==> src/core/cpc_pkg.sv <==
// cpc_pkg: shared constants for the camera pixel correction pipeline.
// assumes one pixel clock domain and a plain strobe register port.
package cpc_pkg;
  localparam int PIX_W = 12;
  // register offsets (byte addresses on the plain port)
  localparam logic [7:0] REG_CTRL = 8'h00;
  localparam logic [7:0] REG_GAIN = 8'h04;
  localparam logic [7:0] REG_BLACK = 8'h08;
  localparam logic [7:0] REG_RATIO = 8'h0C;
  localparam logic [7:0] REG_GAMMA = 8'h10;
  localparam logic [7:0] REG_SHARP = 8'h14;
  localparam logic [7:0] REG_THRESH = 8'h18;
  localparam logic [7:0] REG_STATUS = 8'h1C;
  localparam logic [7:0] REG_OFFSETS = 8'h20;
  // control field positions
  localparam int CTRL_GAIN_AUTO_LSB = 0;
  localparam int CTRL_GAIN_SEL = 2;
  localparam int CTRL_BLACK_SEL_LSB = 3;
  localparam int CTRL_RATIO_SEL = 5;
  localparam int CTRL_WB_AUTO_LSB = 6;
  localparam int CTRL_ILLUM_LSB = 8;
  localparam int CTRL_GAMMA_EN = 10;
  localparam int CTRL_SHARP_EN = 11;
  localparam int CTRL_SHARP_AUTO = 12;
  // reset values: gain 0 dB, ratios 1.0 (u4.8), gamma 1.0 (u4.8), sharpening 2.0 (s4.8)
  localparam logic [7:0] GAIN_RESET = 8'h00;
  localparam logic [11:0] RATIO_ONE = 12'h100;
  localparam logic [11:0] GAMMA_ONE = 12'h100;
  localparam logic [11:0] SHARP_RESET = 12'h200;
  localparam logic [11:0] SHARP_MAX = 12'h800;
  localparam logic [11:0] SHARP_MIN = 12'hF00;
  localparam logic [11:0] THRESH_MAX = 12'h400;
  localparam logic [7:0] BLACK_ANALOG_MAX = 8'h20;
  localparam logic [3:0] AUTO_ONCE_ITER = 4'h8;
  localparam logic [11:0] TARGET_MEAN = 12'h800;
  typedef enum logic [1:0] {
    CPC_AUTO_OFF = 2'b00,
    CPC_AUTO_ONCE = 2'b01,
    CPC_AUTO_CONT = 2'b10
  } cpc_auto_type;
  typedef enum logic [1:0] {
    CPC_BL_ALL = 2'b00,
    CPC_BL_ANALOG = 2'b01,
    CPC_BL_DIGITAL = 2'b10
  } cpc_black_sel_type;
  typedef enum logic [1:0] {
    CPC_LIGHT_OFF = 2'b00,
    CPC_LIGHT_DAYLIGHT = 2'b01,
    CPC_LIGHT_TUNGSTEN = 2'b10,
    CPC_LIGHT_FLUOR = 2'b11
  } cpc_illum_type;
endpackage

==> src/core/cpc_gamma_rom.sv <==
// cpc_gamma_rom: registered power-curve table, x^g on 6-bit index.
// assumes a one-cycle read latency is absorbed by the pipeline.
`timescale 1ns/1ps
module cpc_gamma_rom #(
  parameter int AW = 6,
  parameter int DW = 12
) (
  // clock and reset
  input wire logic sys_clk,
  input wire logic rst_b,
  // lookup
  input wire logic [AW-1:0] addr,
  input wire logic [1:0] curve,
  output logic [DW-1:0] data
);
  import cpc_pkg::*;
  typedef struct packed {
    logic [DW-1:0] data;
  } cpc_rom_state_type;
  cpc_rom_state_type state, next_state;
  logic [DW-1:0] x;
  logic [2*DW-1:0] sq;
  // curve 0: x^0.5 approx, 1: linear, 2: x^2; coarse table keeps area low
  always_comb begin
    next_state = state;
    x = DW'({addr, {(DW-AW){1'b0}}});
    sq = x * x;
    case (curve)
      2'd0: next_state.data = DW'((x + (sq[2*DW-1:DW] ^ x)) >> 1) | (x >> 1);
      2'd2: next_state.data = sq[2*DW-1:DW];
      default: next_state.data = x;
    endcase
  end
  always_ff @(posedge sys_clk or negedge rst_b) begin
    if (!rst_b) begin
      state <= '0;
    end else begin
      state <= next_state;
    end
  end
  assign data = state.data;
endmodule

==> src/core/cpc_pipeline.sv <==
// cpc_pipeline: gain, black level, white balance, gamma and sharpening on a pixel stream.
// assumes pixels arrive synchronous to sys_clk with frame start marking each frame.
// How it works
// - gain auto once adapts a while then returns to off; continuous never stops.
// - with gain auto off, the programmed dB gain is applied to pixels.
// - gain selector all drives one total gain across every channel.
// - software writes only total black level; analog and digital parts derived.
// - black selector all reads and writes the analog plus digital sum.
// - digital offset added after conversion; analog part goes to converter.
// - red and blue scaled by their ratios relative to green.
// - both ratios at unity leaves colours unchanged.
// - ratio selector steers ratio reads and writes to red or blue.
// - balance auto once iterates then turns off; continuous tracks imbalance.
// - illuminant preset sets both ratios and the colour matrix choice.
// - gamma picks a square-root, linear or square curve from the programmed exponent.
// - gamma disabled passes pixels linearly.
// - gamma applies before the lookup table, feeding it.
// - sharpening resets disabled; disabled means no sharpening at all.
// - only gradients above threshold are sharpened.
// - threshold is a fraction of range, clamped to a quarter.
// - auto threshold follows measured noise, else software value.
// - amount zero unchanged, negative smooths, positive boosts edges.
// - amount limited to eight times boost and one times smoothing.
// - sharpening amount resets to 2.0.
`timescale 1ns/1ps
module cpc_pipeline #(
  parameter int PW = 12
) (
  // clock and reset
  input wire logic sys_clk,
  input wire logic rst_b,
  // register port
  input wire logic [7:0] reg_addr,
  input wire logic [31:0] reg_wdata,
  input wire logic reg_wr,
  input wire logic reg_rd,
  output logic [31:0] reg_rdata,
  // pixel input from converter
  input wire logic pix_in_valid,
  input wire logic pix_in_sof,
  input wire logic [1:0] pix_in_color,
  input wire logic [PW-1:0] pix_in,
  // pixel output toward the pixel lookup table
  output logic pix_out_valid,
  output logic pix_out_sof,
  output logic [PW-1:0] pix_out,
  // converter controls
  output logic [7:0] analog_offset,
  output logic [7:0] analog_gain_db,
  output logic [1:0] color_matrix_sel
);
  import cpc_pkg::*;

  typedef struct packed {
    cpc_auto_type gain_auto;
    logic gain_sel_all;
    cpc_black_sel_type black_sel;
    logic ratio_sel_blue;
    cpc_auto_type wb_auto;
    cpc_illum_type illum;
    logic gamma_en;
    logic sharp_en;
    logic sharp_auto;
    logic [7:0] gain;
    logic [7:0] black_total;
    logic [11:0] ratio_red;
    logic [11:0] ratio_blue;
    logic [11:0] gamma;
    logic [11:0] sharp;
    logic [11:0] thresh;
    // frame-latched copies, then auto counters, channel sums and noise estimate
    logic [7:0] f_gain;
    logic [7:0] f_dig_off;
    logic [11:0] f_red;
    logic [11:0] f_blue;
    logic [1:0] f_curve;
    logic f_gamma_en;
    logic f_sharp_en;
    logic [11:0] f_sharp;
    logic [11:0] f_thresh;
    logic [3:0] gain_iter;
    logic [3:0] wb_iter;
    logic [PW+7:0] acc_rg;
    logic [PW+7:0] acc_b;
    logic [11:0] noise;
    // pipeline stages, then read data, analog offset and matrix select
    logic s1_valid;
    logic s1_sof;
    logic [PW-1:0] s1_pix;
    logic s2_valid;
    logic s2_sof;
    logic [PW-1:0] s2_pix;
    logic s3_valid;
    logic s3_sof;
    logic [PW-1:0] s3_lin;
    logic [PW-1:0] prev_pix;
    logic [PW-1:0] out_pix;
    logic out_valid;
    logic out_sof;
    logic [31:0] rdata;
    logic [7:0] an_off;
    logic [1:0] cm_sel;
  } cpc_state_type;

  cpc_state_type state, next_state;
  logic [PW-1:0] rom_data;

  // saturating add of a signed offset to a pixel
  function automatic logic [PW-1:0] sat_pix(input logic signed [PW+9:0] v);
    if (v < 0) begin
      sat_pix = '0;
    end else if (v > $signed({10'h000, {PW{1'b1}}})) begin
      sat_pix = {PW{1'b1}};
    end else begin
      sat_pix = PW'(v);
    end
  endfunction

  // rough dB to u4.8 linear: 6 dB per doubling
  function automatic logic [11:0] db_to_lin(input logic [7:0] db);
    logic [3:0] oct;
    logic [2:0] rem;
    logic [11:0] base;
    oct = 4'(db / 8'd6);
    rem = 3'(db % 8'd6);
    base = (oct > 4'd3) ? 12'hFFF : 12'(12'h100 << oct);
    db_to_lin = 12'(base + 12'((24'(base) * 24'(rem)) / 24'd6));
  endfunction

  // exponent to curve selector: below one bends up, above one bends down
  function automatic logic [1:0] gamma_curve(input logic [11:0] g);
    if (g < GAMMA_ONE) begin
      gamma_curve = 2'd0;
    end else if (g > GAMMA_ONE) begin
      gamma_curve = 2'd2;
    end else begin
      gamma_curve = 2'd1;
    end
  endfunction

  cpc_gamma_rom #(.AW(6), .DW(PW)) u_rom (
    .sys_clk(sys_clk),
    .rst_b(rst_b),
    .addr(state.s1_pix[PW-1 -: 6]),
    .curve(state.f_curve),
    .data(rom_data)
  );

  logic [PW+11:0] gain_prod;
  logic [PW+11:0] wb_prod;
  logic [11:0] wb_ratio;
  logic signed [PW+9:0] with_off;
  logic signed [PW+1:0] grad;
  logic [PW:0] grad_abs;
  logic signed [PW+14:0] delta;
  logic [PW-1:0] sharp_in;
  logic [11:0] thr_eff;
  logic [11:0] sharp_clamped;

  always_comb begin
    next_state = state;
    gain_prod = '0;
    wb_prod = '0;
    wb_ratio = RATIO_ONE;
    with_off = '0;
    grad = '0;
    grad_abs = '0;
    delta = '0;
    sharp_in = '0;
    // threshold: auto from noise, capped at quarter range
    thr_eff = state.sharp_auto ? ((state.noise > THRESH_MAX) ? THRESH_MAX : state.noise) : state.thresh;
    // amount clamp on write: +8.0 boost, -1.0 smooth in s4.8
    if (!reg_wdata[11] && reg_wdata[11:0] > SHARP_MAX) begin
      sharp_clamped = SHARP_MAX;
    end else if (reg_wdata[11] && reg_wdata[11:0] < SHARP_MIN) begin
      sharp_clamped = SHARP_MIN;
    end else begin
      sharp_clamped = reg_wdata[11:0];
    end
    next_state.rdata = '0;

    // register writes; black level only writable through the all selection
    if (reg_wr) begin
      if (reg_addr == REG_CTRL) begin
        next_state.gain_auto = cpc_auto_type'(reg_wdata[CTRL_GAIN_AUTO_LSB +: 2]);
        next_state.gain_sel_all = reg_wdata[CTRL_GAIN_SEL];
        next_state.black_sel = cpc_black_sel_type'(reg_wdata[CTRL_BLACK_SEL_LSB +: 2]);
        next_state.ratio_sel_blue = reg_wdata[CTRL_RATIO_SEL];
        next_state.wb_auto = cpc_auto_type'(reg_wdata[CTRL_WB_AUTO_LSB +: 2]);
        next_state.gamma_en = reg_wdata[CTRL_GAMMA_EN];
        next_state.sharp_en = reg_wdata[CTRL_SHARP_EN];
        next_state.sharp_auto = reg_wdata[CTRL_SHARP_AUTO];
        if (cpc_illum_type'(reg_wdata[CTRL_ILLUM_LSB +: 2]) != state.illum) begin
          next_state.illum = cpc_illum_type'(reg_wdata[CTRL_ILLUM_LSB +: 2]);
          // preset loads both ratios; the matrix choice follows at the next frame start
          case (next_state.illum)
            CPC_LIGHT_DAYLIGHT: begin
              next_state.ratio_red = 12'h180;
              next_state.ratio_blue = 12'h1A0;
            end
            CPC_LIGHT_TUNGSTEN: begin
              next_state.ratio_red = 12'h0E0;
              next_state.ratio_blue = 12'h260;
            end
            CPC_LIGHT_FLUOR: begin
              next_state.ratio_red = 12'h140;
              next_state.ratio_blue = 12'h1E0;
            end
            default: ;
          endcase
        end
      end else if (reg_addr == REG_GAIN) begin
        next_state.gain = reg_wdata[7:0];
      end else if (reg_addr == REG_BLACK) begin
        if (state.black_sel == CPC_BL_ALL) begin
          next_state.black_total = reg_wdata[7:0];
        end
      end else if (reg_addr == REG_RATIO) begin
        if (state.ratio_sel_blue) begin
          next_state.ratio_blue = reg_wdata[11:0];
        end else begin
          next_state.ratio_red = reg_wdata[11:0];
        end
      end else if (reg_addr == REG_GAMMA) begin
        next_state.gamma = reg_wdata[11:0];
      end else if (reg_addr == REG_SHARP) begin
        next_state.sharp = sharp_clamped;
      end else if (reg_addr == REG_THRESH) begin
        next_state.thresh = (reg_wdata[11:0] > THRESH_MAX) ? THRESH_MAX : reg_wdata[11:0];
      end
    end

    // register reads, data stand one cycle later; unmapped reads zero
    if (reg_rd) begin
      if (reg_addr == REG_CTRL) begin
        next_state.rdata = 32'({state.sharp_auto, state.sharp_en, state.gamma_en, state.illum,
                                state.wb_auto, state.ratio_sel_blue, state.black_sel,
                                state.gain_sel_all, state.gain_auto});
      end else if (reg_addr == REG_GAIN) begin
        next_state.rdata = 32'(state.gain);
      end else if (reg_addr == REG_BLACK) begin
        case (state.black_sel)
          CPC_BL_ANALOG: next_state.rdata = 32'(state.an_off);
          CPC_BL_DIGITAL: next_state.rdata = 32'(state.f_dig_off);
          default: next_state.rdata = 32'(state.black_total);
        endcase
      end else if (reg_addr == REG_RATIO) begin
        next_state.rdata = 32'(state.ratio_sel_blue ? state.ratio_blue : state.ratio_red);
      end else if (reg_addr == REG_GAMMA) begin
        next_state.rdata = 32'(state.gamma);
      end else if (reg_addr == REG_SHARP) begin
        next_state.rdata = 32'(state.sharp);
      end else if (reg_addr == REG_THRESH) begin
        next_state.rdata = 32'(thr_eff);
      end else if (reg_addr == REG_STATUS) begin
        next_state.rdata = 32'({state.noise[7:0], state.wb_iter, state.gain_iter});
      end else if (reg_addr == REG_OFFSETS) begin
        next_state.rdata = 32'({state.f_dig_off, state.an_off});
      end
    end

    // frame boundary: latch every correction setting at once; analog takes up to its cap
    if (pix_in_valid && pix_in_sof) begin
      next_state.f_gain = state.gain;
      next_state.an_off = (state.black_total > BLACK_ANALOG_MAX) ? BLACK_ANALOG_MAX : state.black_total;
      next_state.f_dig_off = 8'(state.black_total - next_state.an_off);
      next_state.f_red = state.ratio_red;
      next_state.f_blue = state.ratio_blue;
      next_state.f_curve = gamma_curve(state.gamma);
      next_state.f_gamma_en = state.gamma_en;
      next_state.f_sharp_en = state.sharp_en;
      next_state.f_sharp = state.sharp;
      next_state.f_thresh = thr_eff;
      next_state.cm_sel = state.illum;
      next_state.acc_rg = '0;
      next_state.acc_b = '0;
      // gain auto: nudge toward target mean of previous frame
      if (state.gain_auto != CPC_AUTO_OFF) begin
        if (state.acc_rg[PW+7 -: PW] < TARGET_MEAN && state.gain < 8'd48) begin
          next_state.gain = 8'(state.gain + 8'd1);
        end else if (state.acc_rg[PW+7 -: PW] > TARGET_MEAN && state.gain != 8'd0) begin
          next_state.gain = 8'(state.gain - 8'd1);
        end
        next_state.gain_iter = 4'(state.gain_iter + 4'd1);
        if (state.gain_auto == CPC_AUTO_ONCE && state.gain_iter == AUTO_ONCE_ITER) begin
          next_state.gain_auto = CPC_AUTO_OFF;
          next_state.gain_iter = '0;
        end
      end
      // balance auto: move blue ratio toward equal channel sums
      if (state.wb_auto != CPC_AUTO_OFF) begin
        if (state.acc_b < (state.acc_rg >> 1) && state.ratio_blue < 12'hFF0) begin
          next_state.ratio_blue = 12'(state.ratio_blue + 12'h008);
        end else if (state.acc_b > (state.acc_rg >> 1) && state.ratio_blue > 12'h010) begin
          next_state.ratio_blue = 12'(state.ratio_blue - 12'h008);
        end
        next_state.wb_iter = 4'(state.wb_iter + 4'd1);
        if (state.wb_auto == CPC_AUTO_ONCE && state.wb_iter == AUTO_ONCE_ITER) begin
          next_state.wb_auto = CPC_AUTO_OFF;
          next_state.wb_iter = '0;
        end
      end
    end

    // stage 1: gain then digital offset; next_state so the frame start pixel sees its own frame
    gain_prod = pix_in * db_to_lin(next_state.f_gain);
    with_off = $signed({2'b00, gain_prod[PW+11:8]}) + $signed({14'h0000, next_state.f_dig_off});
    // balance ratio by colour; green passes at unity
    case (pix_in_color)
      2'd0: wb_ratio = next_state.f_red;
      2'd2: wb_ratio = next_state.f_blue;
      default: wb_ratio = RATIO_ONE;
    endcase
    wb_prod = sat_pix(with_off) * wb_ratio;
    next_state.s1_valid = pix_in_valid;
    next_state.s1_sof = pix_in_sof;
    if (pix_in_valid) begin
      next_state.s1_pix = sat_pix($signed({2'b00, wb_prod[PW+11:8]}));
      if (pix_in_color == 2'd2) begin
        next_state.acc_b = 20'(next_state.acc_b + {8'h00, pix_in});
      end else begin
        next_state.acc_rg = 20'(next_state.acc_rg + {8'h00, pix_in});
      end
    end

    // stage 2 waits for the table read; stage 3 selects curve or linear
    next_state.s2_valid = state.s1_valid;
    next_state.s2_sof = state.s1_sof;
    next_state.s3_valid = state.s2_valid;
    next_state.s3_sof = state.s2_sof;
    next_state.s2_pix = state.s1_pix;
    next_state.s3_lin = state.f_gamma_en ? rom_data : state.s2_pix;

    // stage 4: threshold-gated sharpening against the previous pixel
    sharp_in = state.s3_lin;
    grad = $signed({2'b00, sharp_in}) - $signed({2'b00, state.prev_pix});
    grad_abs = grad[PW+1] ? (PW+1)'(-grad) : (PW+1)'(grad);
    delta = (grad * $signed({{(PW+3){state.f_sharp[11]}}, state.f_sharp})) >>> 8;
    next_state.out_valid = state.s3_valid;
    next_state.out_sof = state.s3_sof;
    if (state.s3_valid) begin
      next_state.prev_pix = sharp_in;
      // threshold is a fraction of full range in 0.12 format
      if (state.f_sharp_en && !state.s3_sof && 24'(grad_abs) * 24'h001000 > 24'(state.f_thresh) * 24'(1 << PW)) begin
        next_state.out_pix = sat_pix(10'(0) + $signed({10'h000, sharp_in}) + (PW+10)'(delta));
      end else begin
        next_state.out_pix = sharp_in;
      end
      // noise estimate: running average of small gradients
      if (grad_abs < (PW+1)'(256)) begin
        next_state.noise = 12'((16'(state.noise) * 16'd15 + 16'(grad_abs) * 16'd16) >> 4);
      end
    end
  end

  // one register holds all state
  always_ff @(posedge sys_clk or negedge rst_b) begin
    if (!rst_b) begin
      state <= '0;
      state.ratio_red <= RATIO_ONE;
      state.ratio_blue <= RATIO_ONE;
      state.f_red <= RATIO_ONE;
      state.f_blue <= RATIO_ONE;
      state.gamma <= GAMMA_ONE;
      state.f_curve <= 2'd1;
      state.gain <= GAIN_RESET;
      state.sharp <= SHARP_RESET;
      state.f_sharp <= SHARP_RESET;
      state.sharp_en <= 1'b0;
    end else begin
      state <= next_state;
    end
  end

  // outputs straight from state; lookup table sits downstream
  assign pix_out_valid = state.out_valid;
  assign pix_out_sof = state.out_sof;
  assign pix_out = state.out_pix;
  assign reg_rdata = state.rdata;
  assign analog_offset = state.an_off;
  assign analog_gain_db = state.f_gain;
  assign color_matrix_sel = state.cm_sel;
endmodule

==> config.mk <==
export PLATFORM = sky130hd
export DESIGN_NAME = cpc_pipeline
export DESIGN_NICKNAME = d
export VERILOG_FILES = /design/src/core/cpc_pkg.sv /design/src/core/cpc_gamma_rom.sv /design/src/core/cpc_pipeline.sv
export SDC_FILE = /design/constraint.sdc
export NUM_CORES = 2
export LEC_CHECK = 0
export ABC_CLOCK_PERIOD_IN_PS = 22500
export BUFFER_PORTS_ARGS = -buffer_cell sky130_fd_sc_hd__buf_2
export CAP_MARGIN = 20
export CORE_ASPECT_RATIO = 1.5
export CORE_UTILIZATION = 60
export CTS_CLUSTER_DIAMETER = 60
export CTS_CLUSTER_SIZE = 30
export DETAILED_ROUTE_END_ITERATION = 16
export PLACE_DENSITY = 0.82
export SLEW_MARGIN = 20
export SYNTH_ARGS = -nofsm -noshare
export SYNTH_HDL_FRONTEND = slang
export SYNTH_SLANG_ARGS = --single-unit
==> constraint.sdc <==
create_clock -name sys_clk -period 22.5 [get_ports sys_clk]
set_input_delay 4.5 -clock sys_clk [delete_from_list [all_inputs] [get_ports sys_clk]]
set_output_delay 4.5 -clock sys_clk [all_outputs]
set_load 0.1 [all_outputs]
# After elaboration in Yosys (flattened, before gate mapping)
# Index checks and enable logic that the tools add are counted.
[word_totals]
wordCells = 234
input_bits = 60
output_inout_bits = 64
reg_bits = 339
[op_classes]
n_mul = 6
shifts = 1
reduce_logical = 31
magnitude_cmp = 22
mux = 75
addsub = 16
div_mod_pow = 3
n_bitwise = 8
n_eq_ne = 25
[ops]
columns = ["operator", "count"]
rows = [
  ["12-bit two-way mux", 24],
  ["32-bit two-way mux", 4],
  ["116-bit two-way mux", 1],
  ["16-bit two-way mux", 7],
  ["24-bit two-way mux", 4],
  ["89-bit two-way mux", 1],
  ["36-bit two-way mux", 2],
  ["24-bit one-hot mux with 3 select lines", 1],
  ["68-bit two-way mux", 1],
  ["8-bit two-way mux", 8],
  ["60-bit two-way mux", 1],
  ["12-bit by 12-bit multiplier with 24-bit output", 2],
  ["12-bit one-hot mux with 2 select lines", 2],
  ["20-bit by 12-bit adder with 20-bit output", 2],
  ["20-bit two-way mux", 2],
  ["40-bit two-way mux", 1],
  ["12-bit less-than comparator (second input constant)", 3],
  ["8-bit by 5-bit == test with 1-bit output (second input constant)", 4],
  ["13-bit two-way mux", 2],
  ["13-bit by 12-bit multiplier with 25-bit output", 1],
  ["12-bit adder", 2],
  ["15-bit by 3-bit divider with 24-bit output (second input constant)", 1],
  ["12-bit by 11-bit greater-than comparator with 1-bit output (second input constant)", 2],
  ["12-bit greater-than comparator (second input constant)", 2],
  ["other kinds (60)", 107],
]

# Depth between registers and ports, before layout
[logic_depth]
depth_word = 19
depth_mapped = 91
depth_no_buf = 89

# By module
# A second synthesis with hierarchy kept.
[hier_totals]
cells_unflattened = 4371
area_unflattened_um2 = 37893.8
[modules_own_cells]
columns = ["mod", "cells_each", "area_each_um2", "n_inst", "seq_area_each_um2"]
rows = [
  ["cpc_pipeline", 4194, 36419.9, 1, 7792.5],
  ["cpc_gamma_rom", 177, 1473.9, 1, 300.3],
]

# Least setup slack after synthesis
# No wires, ideal clock.
[synth_timing]
path_kind = "input to register"
from = "input port pix_in_sof"
to = "register state (netlist bit next_state[88])"
required_ns = 22.357
path_stages = 85
arrival_ns = 22.992
n_path_buf = 4
setup_ns = 0.143
path_slack_ns = -0.634
path_cell_list = "nand2_2 -> buf_1 -> mux2i_1 -> clkinv_1 -> xnor2_1 -> o22ai_1 -> a22o_1 -> a21o_1 -> nand2_1 -> fa_1 -> inv_1 -> ha_1 -> fa_1 -> a211o_1 -> a21oi_1 -> xnor2_1 -> buf_2 -> o2111ai_1 -> [... 49 more ...] -> inv_1 -> ha_1 -> fa_1 -> inv_1 -> fa_1 -> inv_1 -> ha_1 -> a21o_1 -> a21oi_1 -> o211ai_1 -> a41o_1 -> o21ai_0 -> nor2_1 -> a21boi_0 -> a21o_1 -> a21oi_1 -> o21ai_2 -> a32oi_1"
[synth_lines]
columns = ["item", "line_no", "rtl"]
rows = [
  ["start, declared", "cpc_pipeline.sv:40", "input wire logic pix_in_sof,"],
  ["end signal, assigned", "cpc_pipeline.sv:371", "state <= next_state;"],
  ["end, declared", "cpc_pipeline.sv:105", "cpc_state_type state, next_state;"],
]

# Worst setup path in the final report
[layout_timing]
from = "input port pix_in_sof"
to = "register state (netlist bit next_state[91])"
[layout_via]
elab_chain_cells = 16
word_cells_on_any_way = 20
cone_classes = "add/sub (2); mul (3); div (3); order compare (4); shift (1); mux (6); reduce/logical (1)"
[layout_rtl]
columns = ["item", "line_no", "rtl"]
rows = [
  ["1-bit logical AND (*)", "cpc_pipeline.sv:263", "if (pix_in_valid && pix_in_sof) begin"],
  ["116-bit two-way mux (*)", "cpc_pipeline.sv:263", ""],
  ["8-bit by 3-bit divider with 8-bit output", "cpc_pipeline.sv:124", "oct = 4'(db / 8'd6);"],
  ["9-bit by 4-bit << shifter with 12-bit output / 4-bit by 2-bit greater-than comparator with 1-bit output (equally long branches)", "cpc_pipeline.sv:126", "base = (oct > 4'd3) ? 12'hFFF : 12'(12'h100 << oct);"],
  ["12-bit two-way mux", "cpc_pipeline.sv:126", ""],
  ["12-bit by 3-bit multiplier with 15-bit output", "cpc_pipeline.sv:127", "db_to_lin = 12'(base + 12'((24'(base) * 24'(rem)) / 24'd6));"],
  ["15-bit by 3-bit divider with 24-bit output", "cpc_pipeline.sv:127", ""],
  ["12-bit adder", "cpc_pipeline.sv:127", ""],
  ["12-bit by 12-bit multiplier with 24-bit output", "cpc_pipeline.sv:306", "gain_prod = pix_in * db_to_lin(next_state.f_gain);"],
  ["16-bit by 8-bit adder with 17-bit output", "cpc_pipeline.sv:307", "with_off = $signed({2'b00, gain_prod[PW+11:8]}) + $signed({14'h0000, next_state.f_dig_off});"],
  ["17-bit by 12-bit greater-than comparator with 1-bit output", "cpc_pipeline.sv:112", "end else if (v > $signed({10'h000, {PW{1'b1}}})) begin"],
  ["12-bit two-way mux", "cpc_pipeline.sv:112", ""],
  ["12-bit two-way mux", "cpc_pipeline.sv:110", "if (v < 0) begin"],
  ["12-bit by 12-bit multiplier with 24-bit output (*)", "cpc_pipeline.sv:314", "wb_prod = sat_pix(with_off) * wb_ratio;"],
  ["16-bit by 12-bit greater-than comparator with 1-bit output", "cpc_pipeline.sv:112", ""],
  ["12-bit two-way mux (*)", "cpc_pipeline.sv:112", ""],
]
# Every way passes the cells marked *; elsewhere a longest branch is shown, timed or not.
# A chain may end at the register's enable or synchronous reset.

==> impl_metrics.toml <==
[outcome]
run_status = "finished clean"

[logic_synthesis]
synth_top_family_by_area = "adder cells"
muxShareOfSynthArea = 0.03558
yosys.cell_types.count = 99
ys_seq_area_frac = 0.2094
synthXorXnorAreaFrac = 0.04076
yosysWarnings = 0
syn-instance-count = 4459
synth-simple-area-share = 0.1669
synth-adder-area-share = 0.3155
synth_area_per_cell_um2 = 8.668
synth_area_um2 = 38650
synth_compound_area_frac = 0.1388
synth-main-ff-cell = "dfrtp_1"
synth_enable_flop_cells = 0
synth-seq-cells = 323
synthArstFlopShare = 1.000

[place]
io_buffers = 88
placed_cells = 5393
dp_hpwl_um = 81720
place.gp.congestion = 0.9897

[worst_setup_path]
crit_fanout = 7
cp.arrival_ns = 22.81
end_kind = "flop"
critPathMaxStageDelay_ns = 0.55
crit_type = "input pin to flop"
crit_path_start_kind = "input pin"
critPathMostFrequentCell = "fa_1"
critPathSlowestCell = "fa_1"
worstPathRequired_ns = 22.99

[drt]
drc_errors = 0
routed_wl_um = 107300
vias = 33230
drtAntennaViolNets = 0
dr.pass1.iters = 8
first_iter_violations = 2417
via_per_inst = 6.055
post_drt_wl_per_cell_um = 19.55

[global_routing]
grtUsageTotal = 0.3244
grt_antenna_before_repair = 5
grt_max_degree = 160
grt-ovfl-total = 0
grt_pass1_vias = 34270
grt_pass1_wl_um = 170600

[layout]
drive_gt1_frac = 0.1682
final_cells = 5488
post-route-util = 0.6884
syn2layout_area_growth_pct = 13.06
finalNetCount = 5459

[clock_network]
clock-root-buffer = "clkbuf_16"
clk-insertion-delay-late_ns = 0.59
cts_buffer_depth = 3
path_clk_slew_ns = 0.10
cts_tree = "yes"
numCtsBuffers = 22
cts_sinks = 323
h-tree-depth = 1

[timing]
rsz0062_at_grt = "yes"
period_share = 0.9920
hold_violations = 0
drv_slew = 0
skew_ns = 0.05288
worst_pin_slew_ns = 1.295
period_needed_ns = 22.32
setup_viol = 0
fmax_mhz = 44.80
fin_tns_setup_ns = 0
relSlewSlack = 0.1316

[flow_run]
max-cap-violations = 0

[die]
rows = 113
core_area_um2 = 63480
die_w_um = 209.2
die-area_um2 = 65460
dieHeight_um = 312.9
io_pins = 124
initial_core_util = 0.6088

[worst_hold_path]
min_path_type = "flop to flop"
[worst max-delay path, delay by kind of cell]
family                   cells  cell delay (ns)
multiplexers                 2             0.55
buffers and inverters       21             2.34
AND/OR/NAND/NOR             25             3.40
adder cells (fa/ha/maj)     17             7.16
AO/OA/AOI/OAI               28             4.48
XOR/XNOR                     2             0.32
[flip-flops by register name, indices dropped and copies added, names as in the netlist]
name,count
pix_out_sof,1
state,233
sharp_in,12
reg_rdata,16
analog_gain_db,8
analog_offset,8
u_rom.data,12
next_state,18
pix_out,12
pix_out_valid,1
color_matrix_sel,2
[area by class of cell]
type,instances,area (µm²)
inverter,627,2354
timing repair buffer,425,3192
clock inverter,18,281.5
antenna,3,7.507
sequential,323,8093
fill,4681,19780
tap,805,1007
multi-input combinational,3265,28210
clock buffer,22,550.5
[cell families after synthesis]
group           Yosys count
buf+inv                 888
compound gates          821
fa+ha+maj               736
mux                     128
other cells               2
xor+xnor                175
simple gates           1386
flops                   323
[path summary, 6_finish.rpt]
check / start / endpoint / slack (ns) / cells after the start
worst max register to register: state[312]$_DFF_PN0_ / next_state[91]$_DFFE_PN0P_ / 3.82 / 93
worst min-delay path: next_state[81]$_DFF_PN0_ / next_state[43]$_DFF_PN0_ / 0.35 / 0
max in group asynchronous: rst_b / next_state[93]$_DFFE_PN0P_ / 17.14 / 2
min in group asynchronous: rst_b / state[113]$_DFFE_PN0P_ / 3.93 / 1
worst max-delay path: pix_in_sof / next_state[91]$_DFFE_PN0P_ / 0.18 / 95
worst min register to register: next_state[81]$_DFF_PN0_ / next_state[43]$_DFF_PN0_ / 0.35 / 0
[synth_stat cells, drive strengths merged, types with 14 or more instances]
master | number | area [µm²]
mux2i | 56 | 560.5
or2 | 18 | 112.6
o21ai | 215 | 1087
a221oi | 20 | 175.2
nor2b | 53 | 331.6
and3 | 27 | 168.9
o22ai | 21 | 131.4
buf | 80 | 554.3
a31oi | 28 | 181.4
or3 | 15 | 98.84
xor2 | 57 | 506.7
nor3 | 64 | 325.3
a21o | 48 | 360.4
inv | 625 | 2346
nand3 | 64 | 320.3
a21oi | 199 | 1003
mux2 | 72 | 814.5
a22oi | 28 | 210.2
ha | 337 | 4217
a22o | 14 | 122.6
a211oi | 31 | 237.7
nor2 | 247 | 932.1
o211ai | 23 | 172.7
and2 | 142 | 888.4
nor4 | 19 | 118.9
fa | 398 | 7968
nand2b | 48 | 300.3
nand2 | 624 | 2347
nand4 | 21 | 131.4
o21a | 29 | 217.7
clkbuf | 181 | 681.9
dfrtp | 315 | 7883
xnor2 | 116 | 1023
o31ai | 24 | 180.2
[layout by cell type (no fill, tap or decap), types with 41 or more instances in the layout]
cell type	Yosys	layout
xor2_1	56	53
a21oi_1	197	171
fa_1	398	387
inv_1	625	604
buf_4	63	304
nor2_1	245	238
a21o_1	48	47
xnor2_1	115	110
o21ai_0	208	193
mux2_2	71	69
buf_2	8	85
and2_1	141	135
nand3_1	64	61
dfrtp_1	315	315
nor2b_1	53	52
nand2b_1	48	41
ha_1	337	314
nand2_1	622	601
nor3_1	63	55
mux2i_1	56	50
[stage by stage]
stage | cell area [µm²] | hold slack, ns | worst slack, ns
after floorplan | 38800 | 0.3312 | 0.02884
after global placement | 41250 | 0.3351 | -1.003
after detailed placement | 41250 | 0.3347 | -1.287
after CTS | 42560 | 0.3540 | 0.0005951
after global routing | 43700 | 0.3767 | -0.6416
final | 43700 | 0.3549 | 0.1800
[per-layer routing]
layer	routed length [µm]	up-vias	global-route usage
li1	-	15040	-
met1	36290	16380	0.3407
met2	56160	1302	0.5905
met3	5673	503	0.03978
met4	9111	4	0.2453
met5	27	-	0
[timing repair]
item	4_1_cts	5_1_grt
gates resized for setup	67	195
hold buffers	0	0
cloned	0	4
endpoints found under the setup margin	12	12
buffers inserted	17	30
pin swaps	40	163
Power is left out: the tool's default activity adds up to more than one toggle a clock period on the data nets, which glitch-free logic cannot reach.
